<file path="src/verilog/pin_status_pkg.sv">
package pin_status_pkg;

  // ----------------------------------------------------------------------
  // Bus geometry
  // ----------------------------------------------------------------------
  localparam int DATA_W = 16;
  localparam int ADDR_W = 10;
  localparam int IDX_W = 8;
  localparam int PIN_N = 6;
  localparam int COMP_N = 7;
  localparam int EVT_N = 7;

  // ----------------------------------------------------------------------
  // Register indices (byte address is four times the index)
  // ----------------------------------------------------------------------
  localparam logic [IDX_W-1:0] PIN_LEVEL_STATUS_IDX = 8'hE6;
  localparam logic [IDX_W-1:0] COMPARATOR_OVERRIDE_IDX = 8'hE7;
  localparam logic [IDX_W-1:0] STATE_MACHINE_STATUS_IDX = 8'hE9;
  localparam logic [IDX_W-1:0] EVENT_STATUS_IDX = 8'hF0;
  localparam logic [IDX_W-1:0] EVENT_CLEAR_IDX = 8'hF1;
  localparam logic [IDX_W-1:0] EVENT_ENABLE_IDX = 8'hF2;

  // ----------------------------------------------------------------------
  // Field positions
  // ----------------------------------------------------------------------
  localparam int PIN_LSB = 0;
  localparam int PIN_UNUSED_LSB = 13;
  localparam int COMP_SUPPLY_LSB = 13;
  localparam int COMP_CODEC_LSB = 8;
  localparam int USB_STATE_LSB = 8;
  localparam int CHARGER_STATE_LSB = 4;
  localparam int MAIN_STATE_LSB = 0;
  localparam int EVT_COMP_BIT = 6;

  // ----------------------------------------------------------------------
  // Reset values
  // ----------------------------------------------------------------------
  localparam logic [PIN_N-1:0] PIN_LEVEL_RST = 6'h00;
  localparam logic [2:0] PIN_UNUSED_VAL = 3'h7;
  localparam logic [COMP_N-1:0] COMP_FORCE_RST = 7'h00;
  localparam logic [EVT_N-1:0] EVT_ENABLE_RST = 7'h00;
  localparam logic [DATA_W-1:0] READ_IDLE = 16'h0000;

  function automatic logic reg_hit(input logic [ADDR_W-1:0] addr,
                                   input logic [IDX_W-1:0] idx);
    reg_hit = (addr == {idx, 2'b00});
  endfunction : reg_hit

endpackage : pin_status_pkg
</file>
<file path="src/verilog/event_flags.sv">
module event_flags #(
  parameter int WIDTH = 7,
  parameter logic [WIDTH-1:0] ENABLE_RST = '0
) (
  input wire logic clock,
  input wire logic reset,
  input wire logic [WIDTH-1:0] set_in,
  input wire logic [WIDTH-1:0] clear_in,
  input wire logic enable_we,
  input wire logic [WIDTH-1:0] enable_wdata,
  output logic [WIDTH-1:0] status_r,
  output logic [WIDTH-1:0] enable_r,
  output logic irq
);

  logic [WIDTH-1:0] status_nxt;

  // ----------------------------------------------------------------------
  // Sticky flags: a set in the clear cycle is kept
  // ----------------------------------------------------------------------
  assign status_nxt = (status_r & ~clear_in) | set_in;
  assign irq = |(status_r & enable_r);

  always_ff @(posedge clock) begin
    if (reset) begin
      status_r <= '0;
      enable_r <= ENABLE_RST;
    end else begin
      status_r <= status_nxt;
      if (enable_we) begin
        enable_r <= enable_wdata;
      end
    end
  end

endmodule : event_flags

</file>
<file path="src/verilog/level_sync.sv">
module level_sync #(
  parameter int WIDTH = 1
) (
  input wire logic clock,
  input wire logic reset,
  input wire logic [WIDTH-1:0] async_in,
  output logic [WIDTH-1:0] sync_out
);

  logic [WIDTH-1:0] stage_r;

  // ----------------------------------------------------------------------
  // Two flops per bit; the first is read only by the second
  // ----------------------------------------------------------------------
  always_ff @(posedge clock) begin
    if (reset) begin
      stage_r <= '0;
      sync_out <= '0;
    end else begin
      stage_r <= async_in;
      sync_out <= stage_r;
    end
  end

endmodule : level_sync

</file>
<file path="src/verilog/pin_status_override_regs.sv">
// Behaviour
// - An input pin's level bit reads the synchronised level of that pin.
// - Writing zero to an input pin's level bit clears its event flag.
// - Writing an output pin's level bit stores it and drives the pin.
// - All six pin level bits are zero after reset.
// - The comparator register reads the raw comparator outputs.
// - With forcing enabled the forced bits feed debounce, else the raw.
// - Status bits 10:8 show the USB power state, zero after reset.
// - Status bits 6:4 show the charger state, zero after reset.
// - Status bits 3:0 show the main power state, zero after reset.
module pin_status_override_regs
  import pin_status_pkg::*;
#(
  parameter int PINS = pin_status_pkg::PIN_N
) (
  input wire logic clock,
  input wire logic reset,
  input wire logic [pin_status_pkg::ADDR_W-1:0] addr,
  input wire logic [pin_status_pkg::DATA_W-1:0] wdata,
  input wire logic wr,
  input wire logic rd,
  output logic [pin_status_pkg::DATA_W-1:0] rdata,
  input wire logic [PINS-1:0] pin_in,
  output logic [PINS-1:0] pin_out,
  output logic [PINS-1:0] pin_oe,
  input wire logic [PINS-1:0] pin_is_output,
  input wire logic [pin_status_pkg::COMP_N-1:0] comp_raw,
  input wire logic comparator_force_enable,
  output logic [pin_status_pkg::COMP_N-1:0] debounce_in,
  input wire logic [2:0] usb_power_state,
  input wire logic [2:0] charger_state,
  input wire logic [3:0] main_power_state,
  output logic irq
);

  import pin_status_pkg::*;

  // ----------------------------------------------------------------------
  // Address decode
  // ----------------------------------------------------------------------
  wire hit_level = reg_hit(addr, PIN_LEVEL_STATUS_IDX);
  wire hit_comp = reg_hit(addr, COMPARATOR_OVERRIDE_IDX);
  wire hit_state = reg_hit(addr, STATE_MACHINE_STATUS_IDX);
  wire hit_evt = reg_hit(addr, EVENT_STATUS_IDX);
  wire hit_clr = reg_hit(addr, EVENT_CLEAR_IDX);
  wire hit_en = reg_hit(addr, EVENT_ENABLE_IDX);

  wire wr_level = wr && hit_level;
  wire wr_comp = wr && hit_comp;
  wire wr_clr = wr && hit_clr;
  wire wr_en = wr && hit_en;

  // ----------------------------------------------------------------------
  // Pin and comparator synchronisers
  // ----------------------------------------------------------------------
  logic [PINS-1:0] pin_sync;
  logic [PINS-1:0] pin_prev_r;
  logic [COMP_N-1:0] comp_sync;
  logic [COMP_N-1:0] comp_prev_r;

  level_sync #(.WIDTH(PINS)) u_pin_sync (
    .clock(clock),
    .reset(reset),
    .async_in(pin_in),
    .sync_out(pin_sync)
  );

  level_sync #(.WIDTH(COMP_N)) u_comp_sync (
    .clock(clock),
    .reset(reset),
    .async_in(comp_raw),
    .sync_out(comp_sync)
  );

  // ----------------------------------------------------------------------
  // Pin level register and drive
  // ----------------------------------------------------------------------
  logic [PINS-1:0] level_r;
  logic [PINS-1:0] level_nxt;
  logic [PINS-1:0] level_view;
  logic [PINS-1:0] pin_edge;
  logic [PINS-1:0] pin_clear;

  // Only output pins take the written value; an input keeps its old drive
  assign level_nxt = wr_level ?
    ((level_r & ~pin_is_output) | (wdata[PINS-1:0] & pin_is_output)) :
    level_r;
  assign level_view = (pin_sync & ~pin_is_output) |
                      (level_r & pin_is_output);
  // Edges are taken after the second flop, never from the first
  assign pin_edge = (pin_sync ^ pin_prev_r) & ~pin_is_output;
  assign pin_clear = wr_level ?
    (~wdata[PINS-1:0] & ~pin_is_output) : '0;

  always_ff @(posedge clock) begin
    if (reset) begin
      level_r <= PIN_LEVEL_RST;
      pin_prev_r <= '0;
      pin_out <= '0;
      pin_oe <= '0;
    end else begin
      level_r <= level_nxt;
      pin_prev_r <= pin_sync;
      pin_out <= level_nxt;
      pin_oe <= pin_is_output;
    end
  end

  // ----------------------------------------------------------------------
  // Comparator override
  // ----------------------------------------------------------------------
  logic [COMP_N-1:0] force_r;
  logic [COMP_N-1:0] debounce_nxt;
  logic comp_change;

  assign debounce_nxt = comparator_force_enable ?
                        force_r : comp_sync;
  assign comp_change = |(comp_sync ^ comp_prev_r);

  always_ff @(posedge clock) begin
    if (reset) begin
      force_r <= COMP_FORCE_RST;
      comp_prev_r <= '0;
      debounce_in <= '0;
    end else begin
      if (wr_comp) begin
        force_r <= {wdata[15:13], wdata[11:8]};
      end
      comp_prev_r <= comp_sync;
      debounce_in <= debounce_nxt;
    end
  end

  // ----------------------------------------------------------------------
  // Event flags and interrupt
  // ----------------------------------------------------------------------
  logic [EVT_N-1:0] evt_set;
  logic [EVT_N-1:0] evt_clear;
  logic [EVT_N-1:0] evt_status;
  logic [EVT_N-1:0] evt_enable;

  assign evt_set = {comp_change, pin_edge};
  // Either clear path may act; a fresh edge still wins
  assign evt_clear = (wr_clr ? wdata[EVT_N-1:0] : '0) |
                     {1'b0, pin_clear};

  event_flags #(
    .WIDTH(EVT_N),
    .ENABLE_RST(EVT_ENABLE_RST)
  ) u_flags (
    .clock(clock),
    .reset(reset),
    .set_in(evt_set),
    .clear_in(evt_clear),
    .enable_we(wr_en),
    .enable_wdata(wdata[EVT_N-1:0]),
    .status_r(evt_status),
    .enable_r(evt_enable),
    .irq(irq)
  );

  // ----------------------------------------------------------------------
  // Read mux
  // ----------------------------------------------------------------------
  wire [DATA_W-1:0] level_word = {PIN_UNUSED_VAL, 7'h00, level_view};
  wire [DATA_W-1:0] comp_word =
    {comp_sync[6:4], 1'b0, comp_sync[3:0], 8'h00};
  wire [DATA_W-1:0] state_word =
    {5'h00, usb_power_state, 1'b0,
     charger_state, main_power_state};
  wire [DATA_W-1:0] evt_word = {9'h000, evt_status};
  wire [DATA_W-1:0] en_word = {9'h000, evt_enable};

  // Clear register is write-only; unmapped reads answer zero
  wire [DATA_W-1:0] read_nxt =
    hit_level ? level_word :
    hit_comp ? comp_word :
    hit_state ? state_word :
    hit_evt ? evt_word :
    hit_en ? en_word : READ_IDLE;

  always_ff @(posedge clock) begin
    if (reset) begin
      rdata <= READ_IDLE;
    end else begin
      rdata <= rd ? read_nxt : READ_IDLE;
    end
  end

  // ----------------------------------------------------------------------
  // Assertions
  // ----------------------------------------------------------------------
  wire rd_level = rd && hit_level;
  wire rd_comp = rd && hit_comp;
  wire rd_state = rd && hit_state;
endmodule : pin_status_override_regs

</file>
<file path="config.mk">
export PLATFORM = sky130hd
export DESIGN_NAME = pin_status_override_regs
export DESIGN_NICKNAME = d
export VERILOG_FILES = /design/src/verilog/pin_status_pkg.sv /design/src/verilog/event_flags.sv /design/src/verilog/level_sync.sv /design/src/verilog/pin_status_override_regs.sv
export SDC_FILE = /design/constraint.sdc
export NUM_CORES = 1
export LEC_CHECK = 0
export ABC_AREA = 1
export BUFFER_PORTS_ARGS = -buffer_cell sky130_fd_sc_hd__buf_2
export CORE_MARGIN = 4
export CORE_UTILIZATION = 50
export DETAILED_ROUTE_END_ITERATION = 8
export PLACE_DENSITY = 0.83
export RECOVER_POWER = 50
export SLEW_MARGIN = 20
export SYNTH_ARGS = -nofsm -noshare
export SYNTH_HDL_FRONTEND = slang
export SYNTH_SLANG_ARGS = --single-unit
</file>
<file path="constraint.sdc">
create_clock -name clock -period 2 [get_ports clock]
set_clock_uncertainty 0.05 [all_clocks]
set_input_delay 0.3 -clock clock [delete_from_list [all_inputs] [get_ports clock]]
set_output_delay 0.3 -clock clock [all_outputs]
set_load 0.01 [all_outputs]
</file>
After elaboration in Yosys (flattened, before gate mapping)
Index checks and enable logic that the tools add are counted.
{ "totals": {"wordCells": 58, "inputBits": 60, "reg_bits": 95} }
{ "op_classes": {"n_eq_ne": 6, "mux": 8, "n_reduce_logical": 10, "n_bitwise": 18} }
{ "op_table": {"columns": ["cell", "count"], "rows": [
  ["10-bit == test (second input constant)", 6],
  ["6-bit bitwise AND", 6],
  ["16-bit two-way mux", 2],
  ["7-bit two-way mux", 4],
  ["7-bit bitwise AND", 2],
  ["7-bit OR reduction", 2],
  ["6-bit inverter", 2],
  ["6-bit OR", 2],
  ["11-bit two-way mux", 1],
  ["7-bit inverter", 1],
  ["7-bit by 6-bit OR with 7-bit output", 1],
  ["7-bit OR", 1],
  ["7-bit XOR", 1],
  ["6-bit two-way mux", 1],
  ["6-bit OR reduction", 1],
  ["6-bit XOR", 1],
  ["1-bit logical AND", 4],
  ["4-bit OR reduction", 1],
  ["3-bit OR reduction", 1],
  ["2-bit OR reduction", 1],
  ["1-bit inverter", 1]
]} }

Logic depth before layout (Yosys ltp)
{ "logic_depth": {"depth_word": 7, "ltp_mapped": 10, "ltp_nobuf": 10} }

Modules after synthesis
Synthesis repeated with hierarchy kept, for this count alone.
{ "hier_totals": {"hier_cells": 495, "area_unflattened_um2": 3728.6} }
{ "by_module_without_submodules": {"columns": ["mod", "area_each_um2", "seq_area_each_um2", "instances", "cells_each"], "rows": [
  ["pin_status_override_regs", 2443.6, 1061.0, 1, 342],
  ["event_flags", 546.8, 280.3, 1, 73],
  ["level_sync at u_comp_sync", 396.6, 280.3, 1, 43],
  ["level_sync at u_pin_sync", 341.6, 240.2, 1, 37]
]} }

Worst setup path after synthesis
No wires, ideal clock.
{ "synth_path": {"path_type": "input port to flip-flop", "start": "input port addr[2] (netlist name)", "end": "register u_flags.enable_r[3]", "required_ns": 1.831, "n_path_buf": 1, "setup_ns": 0.119, "t_arrival_ns": 1.108, "stages": 7, "slack_ns": 0.723, "path_cell_list": "inv_2 nand2_1 nor2_4 nand3_1 buf_2 o21ai_0 a21oi_1"} }
{ "synth_between": {"elab_chain_len": 2} }
{ "synth_rtl": {"columns": ["item", "line", "rtl"], "rows": [
  ["from (decl)", "pin_status_override_regs.sv:18", "input wire logic [pin_status_pkg::ADDR_W-1:0] addr,"],
  ["10-bit == test", "pin_status_pkg.sv:46", "reg_hit = (addr == {idx, 2'b00});"],
  ["1-bit logical AND", "pin_status_override_regs.sv:51", "wire wr_en = wr && hit_en;"],
  ["to (signal assigned)", "event_flags.sv:31", "enable_r <= enable_wdata;"],
  ["to (decl)", "event_flags.sv:12", "output logic [WIDTH-1:0] enable_r,"]
]} }
No other way between the ends.
A chain may end at the register's enable or synchronous reset.

Final worst setup path
{ "layout_path": {"start": "register u_flags.status_r[1]", "end": "output port irq"} }
{ "layout_between": {"elab_chain_len": 2} }
{ "layout_rtl": {"columns": ["item", "line", "rtl"], "rows": [
  ["from (decl)", "event_flags.sv:11", "output logic [WIDTH-1:0] status_r,"],
  ["from (signal assigned)", "event_flags.sv:29", "status_r <= status_nxt;"],
  ["7-bit bitwise AND", "event_flags.sv:22", "assign irq = |(status_r & enable_r);"],
  ["7-bit OR reduction", "event_flags.sv:22", null],
  ["to (decl)", "pin_status_override_regs.sv:33", "output logic irq"]
]} }
No other way between the ends.

==> flow_summary.toml <==
[run_status]
status = "complete, no violations"

[detailed_routing]
drt_pre_antenna_iters = 5
wire_per_inst_um = 12.7
drtAntennaViolNets = 0
drt_iter0_markers = 203
drc_errors = 0
wirelength_um = 8540
dr_total_vias = 3299
vias_per_cell = 4.90

[clock_network]
cts_buffers = 9
clkSlewWorstSetupHoldPaths_ns = 0.10
ctsResizeCount = 0
cts_max_path_buffers = 2
hold_buffers = 0
cts_tree = "done"
ctsHtreeMaxLevel = 3
root_buffer = "clkbuf_8"
clock_insertion_delay_worst_skew_ns = 0.36
post_cts.repair.setup_buffers = 0
clock-sinks = 93

[worst_setup_path]
crit_path_max_incr_delay_ns = 0.36
worstSetupPathDepth = 5
critPathBufInv = 1
r2r_end = "rdata[4]$_SDFF_PP0_"
reg2reg_setup_slack_ns = 0.92
critPathCaptureType = "primary output"
cp-start-kind = "flip-flop"
crit_chain = "nand2_1 -> nand2_1 -> a221oi_1 -> o2111ai_1 -> buf_2"
crit_end = "irq"
crit_family = "compound AO/OA/AOI/OAI gates"
worstSetupPathType = "flip-flop to primary output"
r2r-start = "u_pin_sync.sync_out[4]$_SDFF_PP0_"
crit_slowest_cell = "dfxtp_1"
crit_required_ns = 1.65
cp.arrival_ns = 1.44
path_max_fanout = 3
reg2reg_depth = 4
critPathLaunch = "u_flags.status_r[1]$_SDFF_PP0_"
cp_common_cell = "nand2_1"

[synthesis]
yosys_most_used_dff = "dfxtp_1"
yosysWarnings = 0
netlist_instances = 478
ys_seq_elements = 93
yosys-top-cells-count = "dfxtp_1 (93), nor2_1 (90), inv_1 (67), nand2_1 (46), a21oi_1 (39)"
netlist_area_um2 = 3690
netlist.area_leader.share = 0.505
ys_async_sr_fraction = 0
syn_area_per_cell_um2 = 7.72
synth_area_leaders = "dfxtp_1 (50%), nor2_1 (9.2%), inv_1 (6.8%), a21oi_1 (5.3%), nand3_1 (4.7%)"
yosysSeqAreaShare = 0.505
yosysMostFrequentCell = "dfxtp_1"
synth_cell_types = 27
synth_area_leader_cell = "dfxtp_1"
synth-edff-count = 0

[timing]
grt_setup_unrepaired = "false"
slew_headroom = 0.327
max_freq_mhz = 559
setup_viol_count_final = 0
finalMaxSlewViolations = 0
fin_tns_setup_ns = 0
post-route-min-period_ns = 1.79
min_period_over_period = 0.895
timing_hold_violations_final = 0
tightestPinTransition_ns = 1.01

[die]
die_area_um2 = 8820
die_w_um = 93.9
die_y_um = 93.9
core-area_um2 = 7210
io_pins = 96
start_util = 0.511
rows = 31

[placed_design]
placed_area_um2 = 4230
hpwl_um = 6290
gp_routability_congestion = 0.827
dp_cells = 657
io_buffers = 91

[power]
p_leak_nw = 2.05
p_total_mw = 3.38
p_per_area_nw_per_um2 = 769
ir_drop_uv = 427

[job]
cap_viol_max_count = 0

[grt]
grt_overflow = 0
grt_pass1_vias = 3184
track_usage = 0.201
grt_antenna_before_repair = 0
grt_pass1_wl_um = 13800
grt_max_degree = 53

[layout]
final_cell_area_um2 = 4390
multi_input_area_um2 = 1480
layout-drive-gt1-share = 0.225
fillers = 656
nets = 629
num_antenna_cells = 0
regArea_um2 = 1860
layoutNonFillerInstCount = 673
area_delta_synth_final_pct = 19.1

[worst_hold_path]
hp-class = "primary input to flip-flop"
[power by group]
group          total [mW]  internal [mW]  switching (mW)  leakage (nW)
clock network        1.19          0.478           0.713        0.0892
registers            1.93           1.90          0.0251         0.760
logic               0.258         0.0994           0.159          1.20
[flip-flops by register name, indices dropped and copies added, names as in the netlist, 7 cells and up, named ones only]
register              flops
comp_prev_r               7
rdata                    14
force_r                   7
u_comp_sync.sync_out      7
u_flags.enable_r          7
debounce_in               7
u_comp_sync.stage_r       7
u_flags.status_r          7
[cells in the final DEF (no fill, tap or decap)]
cell type,count
clkbuf_1,8
inv_8,1
nor2_4,2
nand4_1,8
nor4_1,2
clkbuf_8,9
nand2_4,2
buf_2,84
o21ai_1,6
nand3_1,35
dfxtp_1,93
nor2_1,90
nand2_1,47
nor3_1,1
a21oi_1,39
inv_1,67
xnor2_1,7
clkbuf_2,1
conb_1,2
buf_4,3
nor2_8,3
a221oi_1,1
nand3_2,1
inv_6,4
o2111ai_1,1
nand3b_1,6
inv_2,5
o21ai_0,32
nor2_2,4
nand3_4,1
clkinvlp_4,2
nand2_2,7
[how the worst min path moves through the flow]
| stage | from | endpoint | slack, ns | cells past startpoint |
|---|---|---|---|---|
| floorplan | u_comp_sync.stage_r[0]$_SDFF_PP0_ | u_comp_sync.sync_out[0]$_SDFF_PP0_ | 0.34 | 2 |
| detailed placement | u_comp_sync.stage_r[6]$_SDFF_PP0_ | u_comp_sync.sync_out[6]$_SDFF_PP0_ | 0.34 | 2 |
| global route | pin_in[1] | u_pin_sync.stage_r[1]$_SDFF_PP0_ | 0.06 | 3 |
| CTS | pin_in[4] | u_pin_sync.stage_r[4]$_SDFF_PP0_ | 0.07 | 3 |
| global placement | u_comp_sync.stage_r[0]$_SDFF_PP0_ | u_comp_sync.sync_out[0]$_SDFF_PP0_ | 0.34 | 2 |
| finish | pin_in[4] | u_pin_sync.stage_r[4]$_SDFF_PP0_ | 0.08 | 3 |
[per-stage QoR]
stage                     hold WS, ns  setup WS [ns]   util
after floorplan                 0.338          0.723      -
after global routing           0.0581          0.124  0.609
after global placement          0.341          0.254  0.586
final                          0.0800          0.210  0.609
after CTS                      0.0683          0.209  0.612
after detailed placement        0.343          0.127  0.586
[layout make-up]
type | count | area share
flip-flops and latches | 93 | 0.424
multi-input cells | 297 | 0.336
repair buffers | 96 | 0.109
inverters | 72 | 0.0615
clock buffers | 9 | 0.0282
well taps | 99 | 0.0282
clock inverters | 7 | 0.0140
[worst register-to-register path, stage by stage, from the launching register on]
cell,delay [ns]
dfxtp_1,0.36
inv_1,0.06
o21ai_0,0.30
nand2_1,0.10
a21oi_1,0.15
[cell families after synthesis]
kind of cell              after synthesis  synth area share
AOI/OAI and AO/OA                      79             0.109
xor gates and xnor gates                7            0.0166
buffers and inverters                  89            0.0957
DFF                                    93             0.505
other                                   1           0.00102
and+or+nand+nor                       209             0.273
[per-layer routing]
| metal | part of all wire | up-vias | routed length (µm) | global-route usage |
|---|---|---|---|---|
| li1 | - | 1691 | - | - |
| met1 | 0.44 | 1466 | 3740 | 0.246 |
| met2 | 0.47 | 126 | 3980 | 0.327 |
| met3 | 0.078 | 16 | 670 | 0.0569 |
| met4 | 0.018 | 0 | 150 | 0.0903 |
| met5 | 0 | - | 0 | 0 |
No activity file was read; power rests on OpenSTA's default activity.
